===== config.mk =====
export PLATFORM = sky130hd
export DESIGN_NAME = mrs_run_ctrl
export DESIGN_NICKNAME = d
export VERILOG_FILES = /design/src/include/mrs_pkg.sv /design/src/verilog/mrs_run_ctrl.sv
export SDC_FILE = /design/constraint.sdc
export NUM_CORES = 1
export LEC_CHECK = 0
export BUFFER_PORTS_ARGS = -buffer_cell sky130_fd_sc_hd__buf_2
export CAP_MARGIN = 25
export CORE_ASPECT_RATIO = 0.5
export CORE_MARGIN = 3
export CORE_UTILIZATION = 30
export CTS_BUF_LIST = sky130_fd_sc_hd__clkbuf_4 sky130_fd_sc_hd__clkbuf_8
export DETAILED_ROUTE_END_ITERATION = 10
export PLACE_DENSITY = 0.54
export SYNTH_ARGS = -nofsm -noshare
export SYNTH_HDL_FRONTEND = slang
export SYNTH_SLANG_ARGS = --single-unit

===== constraint.sdc =====
create_clock -name clk -period 61 [get_ports clk]
set_input_delay 3.05 -clock clk [delete_from_list [all_inputs] [get_ports clk]]
set_output_delay 3.05 -clock clk [all_outputs]
set_load 0.01 [all_outputs]

===== src/include/mrs_pkg.sv =====
`default_nettype none
package mrs_pkg;

  // ----------------------------------------------------------------------
  // Clock and timing
  // ----------------------------------------------------------------------
  localparam int CLK_PERIOD_NS = 8;
  localparam int PWM_BASE_NS = 30500;
  localparam int PWM_STEP_NS = 400;
  localparam int PWM_BASE_CYC = PWM_BASE_NS / CLK_PERIOD_NS;
  localparam int PWM_STEP_CYC = PWM_STEP_NS / CLK_PERIOD_NS;
  localparam int INIT_TIME_NS = 1000;
  localparam int INIT_CYC = (INIT_TIME_NS + CLK_PERIOD_NS - 1) / CLK_PERIOD_NS;
  localparam int LP_ENTRY_TIME_US = 1000;
  localparam int LP_ENTRY_CYC = (LP_ENTRY_TIME_US * 1000 + CLK_PERIOD_NS - 1) / CLK_PERIOD_NS;

  // ----------------------------------------------------------------------
  // Widths and fixed levels
  // ----------------------------------------------------------------------
  localparam int VW = 10;
  localparam int REFW = 14;
  localparam int PWMW = 15;
  localparam int INITW = 8;
  localparam int LPW = 17;
  localparam int FGW = 24;
  localparam logic [VW-1:0] RELEASE_LEVEL = 10'h040;
  localparam logic [VW-1:0] VOLT_ZERO = 10'h000;
  localparam logic [2:0] ALL_OFF = 3'h0;
  localparam logic [2:0] ALL_ON = 3'h7;

  // ----------------------------------------------------------------------
  // Run states
  // ----------------------------------------------------------------------
  typedef enum logic [4:0] {
    ST_COAST = 5'h01,
    ST_LOWPWR = 5'h02,
    ST_INIT = 5'h04,
    ST_UBRAKE = 5'h08,
    ST_RUN = 5'h10
  } mrs_state_t;

endpackage

`default_nettype wire


===== src/verilog/mrs_run_ctrl.sv =====
`timescale 1ns/100ps
`default_nettype none

module mrs_run_ctrl #(
  parameter int LP_ENTRY_CYCLES = mrs_pkg::LP_ENTRY_CYC
) (
  input wire logic clk,
  input wire logic resetn,
  input wire logic motor_enable,
  input wire logic brake_request,
  input wire logic direction_bit,
  input wire logic direction_pin,
  input wire logic speed_source_select,
  input wire logic [9:0] register_speed_value,
  input wire logic [9:0] speed_control_pin,
  input wire logic [9:0] max_speed_voltage,
  input wire logic [9:0] min_speed_voltage,
  input wire logic [9:0] excitation_start_voltage,
  input wire logic [9:0] low_power_entry_voltage,
  input wire logic [9:0] max_reference_speed,
  input wire logic [9:0] min_reference_speed,
  input wire logic [3:0] speed_range_multiplier,
  input wire logic [7:0] pwm_period_field,
  input wire logic [14:0] duty_u,
  input wire logic [14:0] duty_v,
  input wire logic [14:0] duty_w,
  input wire logic [13:0] estimated_speed,
  input wire logic desync_detect,
  output logic [2:0] high_on,
  output logic [2:0] low_on,
  output logic regulation_suspend,
  output logic rotation_reverse,
  output logic running,
  output logic low_power_mode,
  output logic clear_faults,
  output logic startup_request,
  output logic [13:0] speed_reference,
  output logic speed_feedback_pin,
  output logic desync_flag,
  output logic pwm_period_tick
);

  // ----------------------------------------------------------------------
  // Pin comparisons and speed law
  // ----------------------------------------------------------------------
  mrs_pkg::mrs_state_t st_q, st_d;
  logic [mrs_pkg::VW-1:0] entry_level;
  logic [mrs_pkg::VW-1:0] span_v, off_v, span_s;
  logic [19:0] prod;
  logic [9:0] interp;
  logic [9:0] setting;
  logic lp_cond, lp_timeout, braking, run_now;
  logic [mrs_pkg::LPW-1:0] lp_cnt_q;
  logic [mrs_pkg::INITW-1:0] init_cnt_q;
  logic init_done;

  // A programmed entry level above release would never be reached first.
  assign entry_level = (low_power_entry_voltage > mrs_pkg::RELEASE_LEVEL) ?
                       mrs_pkg::RELEASE_LEVEL : low_power_entry_voltage;
  assign lp_cond = speed_control_pin <= entry_level;
  assign lp_timeout = lp_cnt_q >= mrs_pkg::LPW'(LP_ENTRY_CYCLES - 1);
  assign init_done = init_cnt_q >= mrs_pkg::INITW'(mrs_pkg::INIT_CYC - 1);

  assign span_v = max_speed_voltage - min_speed_voltage;
  assign off_v = speed_control_pin - min_speed_voltage;
  assign span_s = max_reference_speed - min_reference_speed;
  assign prod = off_v * span_s;

  // The divider is combinational; the result is registered, so the law only
  // needs to settle within one clock. Settings with max below min clamp high.
  always_comb
  begin
    interp = max_reference_speed;
    if (max_speed_voltage > min_speed_voltage)
    begin
      if (speed_control_pin <= min_speed_voltage)
        interp = min_reference_speed;
      else if (speed_control_pin < max_speed_voltage)
        interp = min_reference_speed + 10'(prod / {10'h000, span_v});
    end
  end

  assign setting = speed_source_select ? register_speed_value : interp;

  // ----------------------------------------------------------------------
  // Run state machine
  // ----------------------------------------------------------------------
  always_comb
  begin
    st_d = st_q;
    if (!motor_enable)
      st_d = mrs_pkg::ST_COAST;
    else if (speed_source_select)
      st_d = mrs_pkg::ST_RUN;
    else
    begin
      case (st_q)
        mrs_pkg::ST_COAST: st_d = mrs_pkg::ST_INIT;
        mrs_pkg::ST_LOWPWR:
          if (speed_control_pin > mrs_pkg::RELEASE_LEVEL)
            st_d = mrs_pkg::ST_INIT;
        mrs_pkg::ST_INIT:
          if (init_done)
            st_d = mrs_pkg::ST_UBRAKE;
        mrs_pkg::ST_UBRAKE:
          if (speed_control_pin > excitation_start_voltage)
            st_d = mrs_pkg::ST_RUN;
        mrs_pkg::ST_RUN:
          if (speed_control_pin < min_speed_voltage)
            st_d = mrs_pkg::ST_UBRAKE;
        default: st_d = mrs_pkg::ST_COAST;
      endcase
      if ((st_q == mrs_pkg::ST_UBRAKE || st_q == mrs_pkg::ST_RUN ||
           st_q == mrs_pkg::ST_INIT) &&
          (speed_control_pin == mrs_pkg::VOLT_ZERO || lp_timeout))
        st_d = mrs_pkg::ST_LOWPWR;
    end
  end

  always_ff @(posedge clk)
  begin
    if (!resetn)
      st_q <= mrs_pkg::ST_COAST;
    else
      st_q <= st_d;
  end

  // ----------------------------------------------------------------------
  // Low power entry timer and initialisation timer
  // ----------------------------------------------------------------------
  always_ff @(posedge clk)
  begin
    if (!resetn)
      lp_cnt_q <= '0;
    else if (speed_source_select || !lp_cond ||
             !(st_q == mrs_pkg::ST_UBRAKE || st_q == mrs_pkg::ST_RUN))
      lp_cnt_q <= '0;
    else if (!lp_timeout)
      lp_cnt_q <= lp_cnt_q + 1'b1;
  end

  always_ff @(posedge clk)
  begin
    if (!resetn)
      init_cnt_q <= '0;
    else if (st_q != mrs_pkg::ST_INIT)
      init_cnt_q <= '0;
    else if (!init_done)
      init_cnt_q <= init_cnt_q + 1'b1;
  end

  // ----------------------------------------------------------------------
  // Drive decisions
  // ----------------------------------------------------------------------
  assign braking = motor_enable &&
                   (st_q == mrs_pkg::ST_UBRAKE ||
                    (st_q == mrs_pkg::ST_RUN && brake_request));
  assign run_now = motor_enable && !brake_request && st_q == mrs_pkg::ST_RUN;

  // ----------------------------------------------------------------------
  // PWM period generator
  // ----------------------------------------------------------------------
  logic [mrs_pkg::PWMW-1:0] pwm_cnt_q, period;
  logic [2:0] pwm_q;
  logic [mrs_pkg::PWMW-1:0] duty_v_eff, duty_w_eff;

  assign period = mrs_pkg::PWMW'(mrs_pkg::PWM_BASE_CYC) +
                  mrs_pkg::PWMW'(pwm_period_field * mrs_pkg::PWM_STEP_CYC);
  // Reverse swaps the V and W drive so each phase lags instead of leading.
  assign duty_v_eff = rotation_reverse ? duty_w : duty_v;
  assign duty_w_eff = rotation_reverse ? duty_v : duty_w;

  always_ff @(posedge clk)
  begin
    if (!resetn)
    begin
      pwm_cnt_q <= '0;
      pwm_period_tick <= 1'b0;
    end
    else
    begin
      pwm_period_tick <= pwm_cnt_q >= period - 1'b1;
      if (pwm_cnt_q >= period - 1'b1)
        pwm_cnt_q <= '0;
      else
        pwm_cnt_q <= pwm_cnt_q + 1'b1;
    end
  end

  always_ff @(posedge clk)
  begin
    if (!resetn)
      pwm_q <= mrs_pkg::ALL_OFF;
    else
      pwm_q <= {pwm_cnt_q < duty_w_eff, pwm_cnt_q < duty_v_eff, pwm_cnt_q < duty_u};
  end

  // ----------------------------------------------------------------------
  // Gate outputs
  // ----------------------------------------------------------------------
  // No dead time is inserted here; the gate stage downstream owns that.
  always_ff @(posedge clk)
  begin
    if (!resetn)
    begin
      high_on <= mrs_pkg::ALL_OFF;
      low_on <= mrs_pkg::ALL_OFF;
      regulation_suspend <= 1'b0;
    end
    else if (!motor_enable || !(st_q == mrs_pkg::ST_UBRAKE || st_q == mrs_pkg::ST_RUN))
    begin
      high_on <= mrs_pkg::ALL_OFF;
      low_on <= mrs_pkg::ALL_OFF;
      regulation_suspend <= 1'b0;
    end
    else if (braking)
    begin
      high_on <= mrs_pkg::ALL_OFF;
      low_on <= mrs_pkg::ALL_ON;
      regulation_suspend <= 1'b1;
    end
    else
    begin
      high_on <= pwm_q;
      low_on <= ~pwm_q;
      regulation_suspend <= 1'b0;
    end
  end

  // ----------------------------------------------------------------------
  // Status and reference outputs
  // ----------------------------------------------------------------------
  always_ff @(posedge clk)
  begin
    if (!resetn)
    begin
      rotation_reverse <= 1'b0;
      running <= 1'b0;
      low_power_mode <= 1'b0;
      clear_faults <= 1'b0;
      startup_request <= 1'b0;
      speed_reference <= '0;
    end
    else
    begin
      rotation_reverse <= direction_bit ^ direction_pin;
      running <= run_now;
      low_power_mode <= st_q == mrs_pkg::ST_LOWPWR;
      clear_faults <= st_d == mrs_pkg::ST_LOWPWR && st_q != mrs_pkg::ST_LOWPWR;
      startup_request <= st_d == mrs_pkg::ST_RUN && st_q != mrs_pkg::ST_RUN &&
                         !brake_request;
      speed_reference <= setting * speed_range_multiplier;
    end
  end

  // Desync: the clear conditions take priority over the set condition.
  always_ff @(posedge clk)
  begin
    if (!resetn)
      desync_flag <= 1'b0;
    else if (!run_now || st_q == mrs_pkg::ST_LOWPWR)
      desync_flag <= 1'b0;
    else if (desync_detect)
      desync_flag <= 1'b1;
  end

  // ----------------------------------------------------------------------
  // Speed feedback pulse train
  // ----------------------------------------------------------------------
  // Phase accumulator: output frequency is estimated_speed * fclk / 2^24.
  logic [mrs_pkg::FGW-1:0] fg_acc_q;

  always_ff @(posedge clk)
  begin
    if (!resetn)
    begin
      fg_acc_q <= '0;
      speed_feedback_pin <= 1'b0;
    end
    else if (!run_now)
    begin
      fg_acc_q <= '0;
      speed_feedback_pin <= 1'b0;
    end
    else
    begin
      fg_acc_q <= fg_acc_q + mrs_pkg::FGW'(estimated_speed);
      speed_feedback_pin <= fg_acc_q[mrs_pkg::FGW-1];
    end
  end

endmodule // mrs_run_ctrl

`default_nettype wire

==> impl_metrics.py, run 1 <==
metrics = {
    "grt": {
        "grt_overflow": 0,
        "grt_pass1_vias": 20500,
        "grt_util_all_layers": 0.163,
        "grt_max_degree": 32,
        "grt_pass1_wl_um": 108000,
        "antenna_found_initial": 10,
    },
    "synth": {
        "seq_area_frac_synth": 0.0888,
        "yosysTopAreaCell": "ha_1",
        "ys_types": 114,
        "synthFlopType": "dfxtp_1",
        "ys_async_sr_fraction": 0,
        "synth_edf_count": 0,
        "synth_cells": 2934,
        "yosysWarnings": 0,
        "avgSynthCellArea_um2": 7.76,
        "synth_area_leaders": "ha_1 22%, dfxtp_1 8.9%, fa_1 7.6%",
        "synth.top_cell.area_share": 0.219,
        "syn-cell-area_mm2": 0.0228,
        "ys_ff_latch": 101,
    },
    "routing": {
        "vias_per_cell": 5.18,
        "drt_iter0_drc": 1377,
        "drtPass1Iterations": 5,
        "drt_wl_total_um": 68000,
        "postRouteAntennaNets": 0,
        "via_count": 21600,
        "drc": 0,
        "wl_per_cell_um": 16.3,
    },
    "hold_path": {
        "hold_path.class": "flop to flop",
    },
    "clock_network": {
        "htreeDepth": 3,
        "clk_pin_slew_ns": 0.11,
        "cts_tree": "yes",
        "numCtsBuffers": 9,
        "clkLatencyLatePin_ns": 0.40,
        "cts_root_buffer": "clkbuf_8",
        "clk_path_buf_depth": 2,
        "numClockSinks": 101,
    },
    "setup_path": {
        "startpoint": "min_reference_speed[1]",
        "cp.required_ns": 61.29,
        "slowest_stage": "or4b_2",
        "max_stage_delay_ns": 0.63,
        "r2r_start": "fg_acc_q[1]",
        "arrival_ns": 58.11,
        "worst-setup-path-type": "primary input to flop",
        "critPathMaxFanout": 19,
        "rrSetupSlack_ns": 57.35,
        "cp-start-kind": "primary input",
        "rr_endpoint": "fg_acc_q[23]",
        "worstRegToRegCells": 18,
        "crit_top_cell": "o21a_1",
        "cp-end-kind": "flop",
        "endpoint": "speed_reference[13]",
    },
    "final_layout": {
        "fin_area_mm2": 0.0258,
        "fin_nets": 3793,
        "regArea_mm2": 0.00202,
        "nFillCells": 7902,
        "area_delta_synth_final_pct": 13.2,
        "fin_util": 0.348,
        "drive_above_1_share": 0.141,
        "multi_input_area_mm2": 0.0199,
    },
    "outcome": {
        "status": "finished clean",
    },
    "place": {
        "io_buffers": 187,
        "routabilityCongestion": 0.893,
        "place_area_mm2": 0.0251,
        "hpwl_um": 56300,
    },
    "sta": {
        "hold_viol": 0,
        "fin_skew_ns": 0.0155,
        "finalCritPeriodShare": 0.948,
        "period_needed_ns": 57.81,
        "setup_viol": 0,
        "fmax_mhz": 17.3,
        "worstMarginPinSlew_ns": 1.02,
        "drv_slew": 0,
        "slew_headroom": 0.302,
    },
    "floorplan": {
        "fp.dieW_um": 396,
        "num_rows": 70,
        "start_util": 0.307,
        "fp.dieH_um": 201,
        "dieArea_mm2": 0.0794,
        "io-pin-count": 188,
        "core_region_area_mm2": 0.0741,
    },
    "flow_run": {
        "cap_viol_max_count": 0,
    },
}
==> cells in the final DEF, fill, tap and decap left out, types with 38 or more instances in the layout <==
cell      instances
ha_1            396
nor2_1          281
inv_1           246
nand2_1         197
buf_2           187
a21oi_1         176
o21ai_0         120
xnor2_1         103
dfxtp_1         101
nor3_1           99
o21a_1           86
fa_1             86
a21o_1           74
nand2b_1         71
xor2_1           66
buf_4            65
nor2b_1          63
mux2i_1          57
and2_1           55
nand3_1          52
mux2_2           38
==> through the flow <==
stage               hold WS (ns)  instances  setup TNS, ns  setup WS [ns]
global placement           0.410       4119              0          0.945
floorplan                  0.400       2936              0           3.91
global route               0.454       4172         -0.429         -0.238
detailed placement         0.412       4119         -0.234         -0.192
finish                     0.425       4172              0           3.19
CTS                        0.428       4135              0         0.0842
==> what timing repair did <==
item / 4_1_cts / 5_1_grt
resized for setup: 0 / 70
buffers inserted: 0 / 26
hold buffers: 0 / 0
endpoints found under the hold margin: 0 / 0
endpoints found under the setup margin: 0 / 14
==> area by class of cell <==
| class | instances | share of cell area |
|---|---|---|
| antenna | 9 | 0.000874 |
| clock buffer | 9 | 0.00481 |
| clock inverter | 7 | 0.00354 |
| inverter | 253 | 0.0369 |
| multi-input combinational | 2531 | 0.770 |
| sequential | 101 | 0.0784 |
| tap | 1008 | 0.0489 |
| timing repair buffer | 254 | 0.0561 |
==> kinds of logic (layout without fill, tap and decap cells) <==
family,count (synthesis),after routing,share of synthesized area
flops,101,101,0.0888
xor+xnor,175,175,0.0676
compound gates,743,743,0.223
other cells,1,12,0.000165
simple gates,1023,1025,0.226
fa+ha+maj,485,485,0.295
buf+inv,306,523,0.0528
mux,100,100,0.0468
==> worst max-delay path: cells and delay by family <==
kind,cells,cell delay [ns]
XOR/XNOR,3,0.37
buffers and inverters,16,2.09
adder cells (fa/ha/maj),32,11.33
AND/OR/NAND/NOR,74,13.18
multiplexers,8,2.12
AO/OA/AOI/OAI,136,25.84
==> per-layer routing <==
metal | part of all wire | track usage | up-vias | wire (um)
li1 | - | - | 11000 | -
met3 | 0.038 | 0.0126 | 70 | 2590
met2 | 0.46 | 0.271 | 413 | 31000
met4 | 0.017 | 0.0332 | 0 | 1130
met5 | 0 | 0 | - | 0
met1 | 0.49 | 0.232 | 10200 | 33300
==> flip-flops by register name (all words and copies together) (netlist names) <==
name,cells
fg_acc_q,24
lp_cnt_q,17
pwm_cnt_q,15
speed_reference,14
init_cnt_q,8
st_q,5
high_on,3
low_on,3
pwm_q,3
clear_faults,1
desync_flag,1
low_power_mode,1
pwm_period_tick,1
regulation_suspend,1
rotation_reverse,1
running,1
speed_feedback_pin,1
startup_request,1
==> worst min path at each step <==
stage | depth (start not counted) | slack (ns) | startpoint | end
after CTS | 1 | 0.43 | pwm_q[0] | low_on[0]
after floorplan | 1 | 0.40 | pwm_q[0] | low_on[0]
after detailed placement | 1 | 0.41 | pwm_q[0] | low_on[0]
after global routing | 1 | 0.45 | pwm_q[0] | low_on[0]
final | 1 | 0.42 | pwm_q[0] | low_on[0]
after global placement | 1 | 0.41 | pwm_q[0] | low_on[0]
==> Yosys cell counts, types with 13 or more instances <==
library cell / count
ha_1: 398
nor2_1: 285
inv_1: 246
nand2_1: 200
a21oi_1: 189
o21ai_0: 127
xnor2_1: 107
nor3_1: 102
dfxtp_1: 101
fa_1: 86
o21a_1: 86
a21o_1: 74
nand2b_1: 72
xor2_1: 67
nor2b_1: 64
mux2i_1: 58
and2_1: 56
nand3_1: 53
mux2_2: 38
o31ai_1: 36
clkbuf_1: 35
nand4_1: 35
or3_1: 31
o21bai_1: 27
o211ai_1: 26
or2_2: 24
nor4_1: 23
and3_1: 20
a31oi_1: 17
a211oi_1: 13
Power of run 1 is left out: the tool's default activity adds up to more than one toggle a clock period on the data nets, which glitch-free logic cannot reach.
==> inputs of run 2 (changes only) <==
--- a/config.mk
+++ b/config.mk
@@ -5,6 +5,7 @@
 export SDC_FILE = /design/constraint.sdc
 export NUM_CORES = 1
 export LEC_CHECK = 0
+export ABC_AREA = 1
 export BUFFER_PORTS_ARGS = -buffer_cell sky130_fd_sc_hd__buf_2
 export CAP_MARGIN = 25
 export CORE_ASPECT_RATIO = 0.5
==> run 2 against run 1 <==
Compared with the run above:
- flip-flop and latch count unchanged
- sequential share of layout area up 0.43 points
- die area down 3.4%
- synthesized area down 3.5%
- maximum frequency up 5.7%
- setup slack better by 3.1 ns
- critical endpoint unchanged
==> impl_metrics.py, run 2 <==
metrics = {
    "sta": {
        "rsz0062_at_grt": "false",
        "hold_ws_ns": 0.435,
        "finalCritPeriodShare": 0.896,
        "slew_headroom": 0.327,
        "fmax_mhz": 18.3,
        "period_needed_ns": 54.68,
        "setup_tns_ns": 0,
        "drv_slew": 0,
        "hold_viol": 0,
        "fin_skew_ns": 0.0231,
        "setup_viol": 0,
        "worstMarginPinSlew_ns": 1.00,
    },
    "clock_network": {
        "numCtsBuffers": 9,
        "cts_root_buffer": "clkbuf_8",
        "clk_path_buf_depth": 2,
        "htreeDepth": 3,
        "numClockSinks": 101,
        "clkLatencyLatePin_ns": 0.42,
        "clk_pin_slew_ns": 0.10,
        "cts_hold_buf": 0,
        "cts_tree": "yes",
    },
    "grt": {
        "grt_overflow": 0,
        "grt_util_all_layers": 0.154,
        "antenna_found_initial": 4,
        "grt_max_degree": 62,
        "grt_pass1_vias": 20500,
        "grt_pass1_wl_um": 99100,
    },
    "routing": {
        "highest_layer": "met4",
        "wl_met1_um": 28800,
        "route.met2.wl_um": 27300,
        "drt_wl_total_um": 58900,
        "via_count": 20900,
        "wl_per_cell_um": 13.2,
        "vias_per_cell": 4.71,
        "drc": 0,
        "postRouteAntennaNets": 0,
        "drt_iter0_drc": 1052,
        "drtPass1Iterations": 5,
        "met3_length_um": 1710,
    },
    "final_layout": {
        "area_delta_synth_final_pct": 11.2,
        "fin_nets": 4123,
        "final_common_cell": "nand2_1",
        "stdcell_count": 4445,
        "drive_above_1_share": 0.109,
        "top_register": "fg_acc_q",
        "layout_common_cells": "632 x nand2_1, 567 x inv_1, 398 x ha_1",
        "largest_register_ffs": 24,
        "top_regs": "fg_acc_q x24, lp_cnt_q x17, pwm_cnt_q x15",
        "fin_area_mm2": 0.0244,
    },
    "setup_path": {
        "startpoint": "min_reference_speed[2]",
        "crit_top_cell": "nand2_1",
        "slowest_stage": "fa_1",
        "cp.required_ns": 61.31,
        "arrival_ns": 54.99,
        "critPathMaxFanout": 20,
        "worst-setup-path-type": "primary input to flop",
        "cp-start-kind": "primary input",
        "cp-end-kind": "flop",
        "r2r_start": "fg_acc_q[2]",
        "max_stage_delay_ns": 0.54,
    },
    "synth": {
        "seq_area_frac_synth": 0.0920,
        "ys_top_cells_by_count": "634 x nand2_1, 568 x inv_1, 398 x ha_1",
        "synth.top_cell.area_share": 0.227,
        "syn-cell-area_mm2": 0.0220,
        "yosysMostFrequentCell": "nand2_1",
        "synth_edf_count": 0,
        "synthXorXnorAreaFrac": 0.0717,
        "yosysTopAreaCell": "ha_1",
        "synth_cells": 3293,
        "avgSynthCellArea_um2": 6.67,
        "synth_top_family_by_area": "adder cells",
        "synth_area_leaders": "ha_1 23%, nand2_1 11%, inv_1 9.7%",
        "yosysWarnings": 0,
        "yosys.area_share.simple": 0.267,
        "ys_ff_latch": 101,
        "synth-compound-area-share": 0.157,
        "synthFlopType": "dfxtp_1",
        "synth.area.mux_share": 0,
        "synth_fa_ha_area_frac": 0.305,
        "ys_types": 61,
        "ys_async_sr_fraction": 0,
    },
    "floorplan": {
        "fp.dieH_um": 197,
        "start_util": 0.306,
        "fp.dieW_um": 389,
        "dieArea_mm2": 0.0767,
        "io-pin-count": 188,
        "num_rows": 69,
        "core_region_area_mm2": 0.0717,
    },
    "place": {
        "place_area_mm2": 0.0241,
        "io_buffers": 187,
        "routabilityCongestion": 0.863,
        "dp.cells": 4423,
        "hpwl_um": 50300,
    },
    "hold_path": {
        "hold_path.class": "flop to flop",
        "hold_start": "init_cnt_q[7]",
    },
    "flow_run": {
        "cap_viol_max_count": 0,
    },
    "outcome": {
        "status": "finished clean",
    },
}
==> run 2: changes by cell type in the layout (fill, tap and decap cells not counted), moves of 65 or more <==
cell	change
nand2_1	+435
o21ai_0	+89
o21a_1	-77
nand3_1	+65
nand2b_1	-71
inv_1	+321
==> run 2: critical path, delay by kind of cell <==
kind | cells | cell delay [ns]
AO/OA/AOI/OAI | 135 | 22.78
AND/OR/NAND/NOR | 115 | 12.32
XOR/XNOR | 2 | 0.42
buffers and inverters | 62 | 5.10
adder cells (fa/ha/maj) | 32 | 11.18
==> run 2: cell families (layout without fill, tap and decap cells) <==
| family | Yosys count | count (layout) |
|---|---|---|
| AO/OA/AOI/OAI | 612 | 612 |
| XOR/XNOR | 180 | 180 |
| adder cells (fa/ha/maj) | 484 | 484 |
| buffers and inverters | 624 | 812 |
| flip-flops | 101 | 101 |
| other | 1 | 7 |
| AND/OR/NAND/NOR | 1291 | 1291 |
==> run 2: metrics by stage <==
| step | worst slack [ns] | utilization |
|---|---|---|
| 6_report | 6.32 | 0.341 |
| 5_1_grt | 0.000405 | 0.341 |
| 4_1_cts | 4.58 | 0.339 |
| 3_5_place_dp | 4.31 | 0.336 |
| 3_3_place_gp | 6.09 | 0.336 |
| 2_1_floorplan | 8.84 | - |
==> run 2: final cells by class <==
type                            instances  area (um^2)
Inverter                              590         2220
Timing Repair Buffer                  208         1110
Antenna cell                            4         10.0
Multi-Input combinational cell       2570        17700
Sequential cell                       101         2020
Clock inverter                          4         73.8
Fill cell                            7826        47300
Tap cell                              958         1200
Clock buffer                           10          131
==> run 2: final timing paths <==
| kind | to | cells past startpoint | slack (ns) |
|---|---|---|---|
| worst max-delay path | speed_reference[13] | 346 | 6.32 |
| worst min-delay path | init_cnt_q[7] | 2 | 0.43 |
| worst max register to register | fg_acc_q[23] | 28 | 57.51 |
| worst min register to register | init_cnt_q[7] | 2 | 0.43 |
==> run 2: routing by layer <==
| layer | vias to the layer above | track usage |
|---|---|---|
| li1 | 11100 | - |
| met1 | 9517 | 0.205 |
| met2 | 251 | 0.270 |
| met3 | 49 | 0.0184 |
| met4 | 0 | 0.0322 |
| met5 | - | 0 |
==> run 2: repair_timing <==
action | in CTS | in global routing
setup buffers | 0 | 4
endpoints found under the hold margin | 0 | 0
resized for setup | 0 | 14
setup endpoints to repair | 0 | 11
Power of run 2 is left out for the same reason.
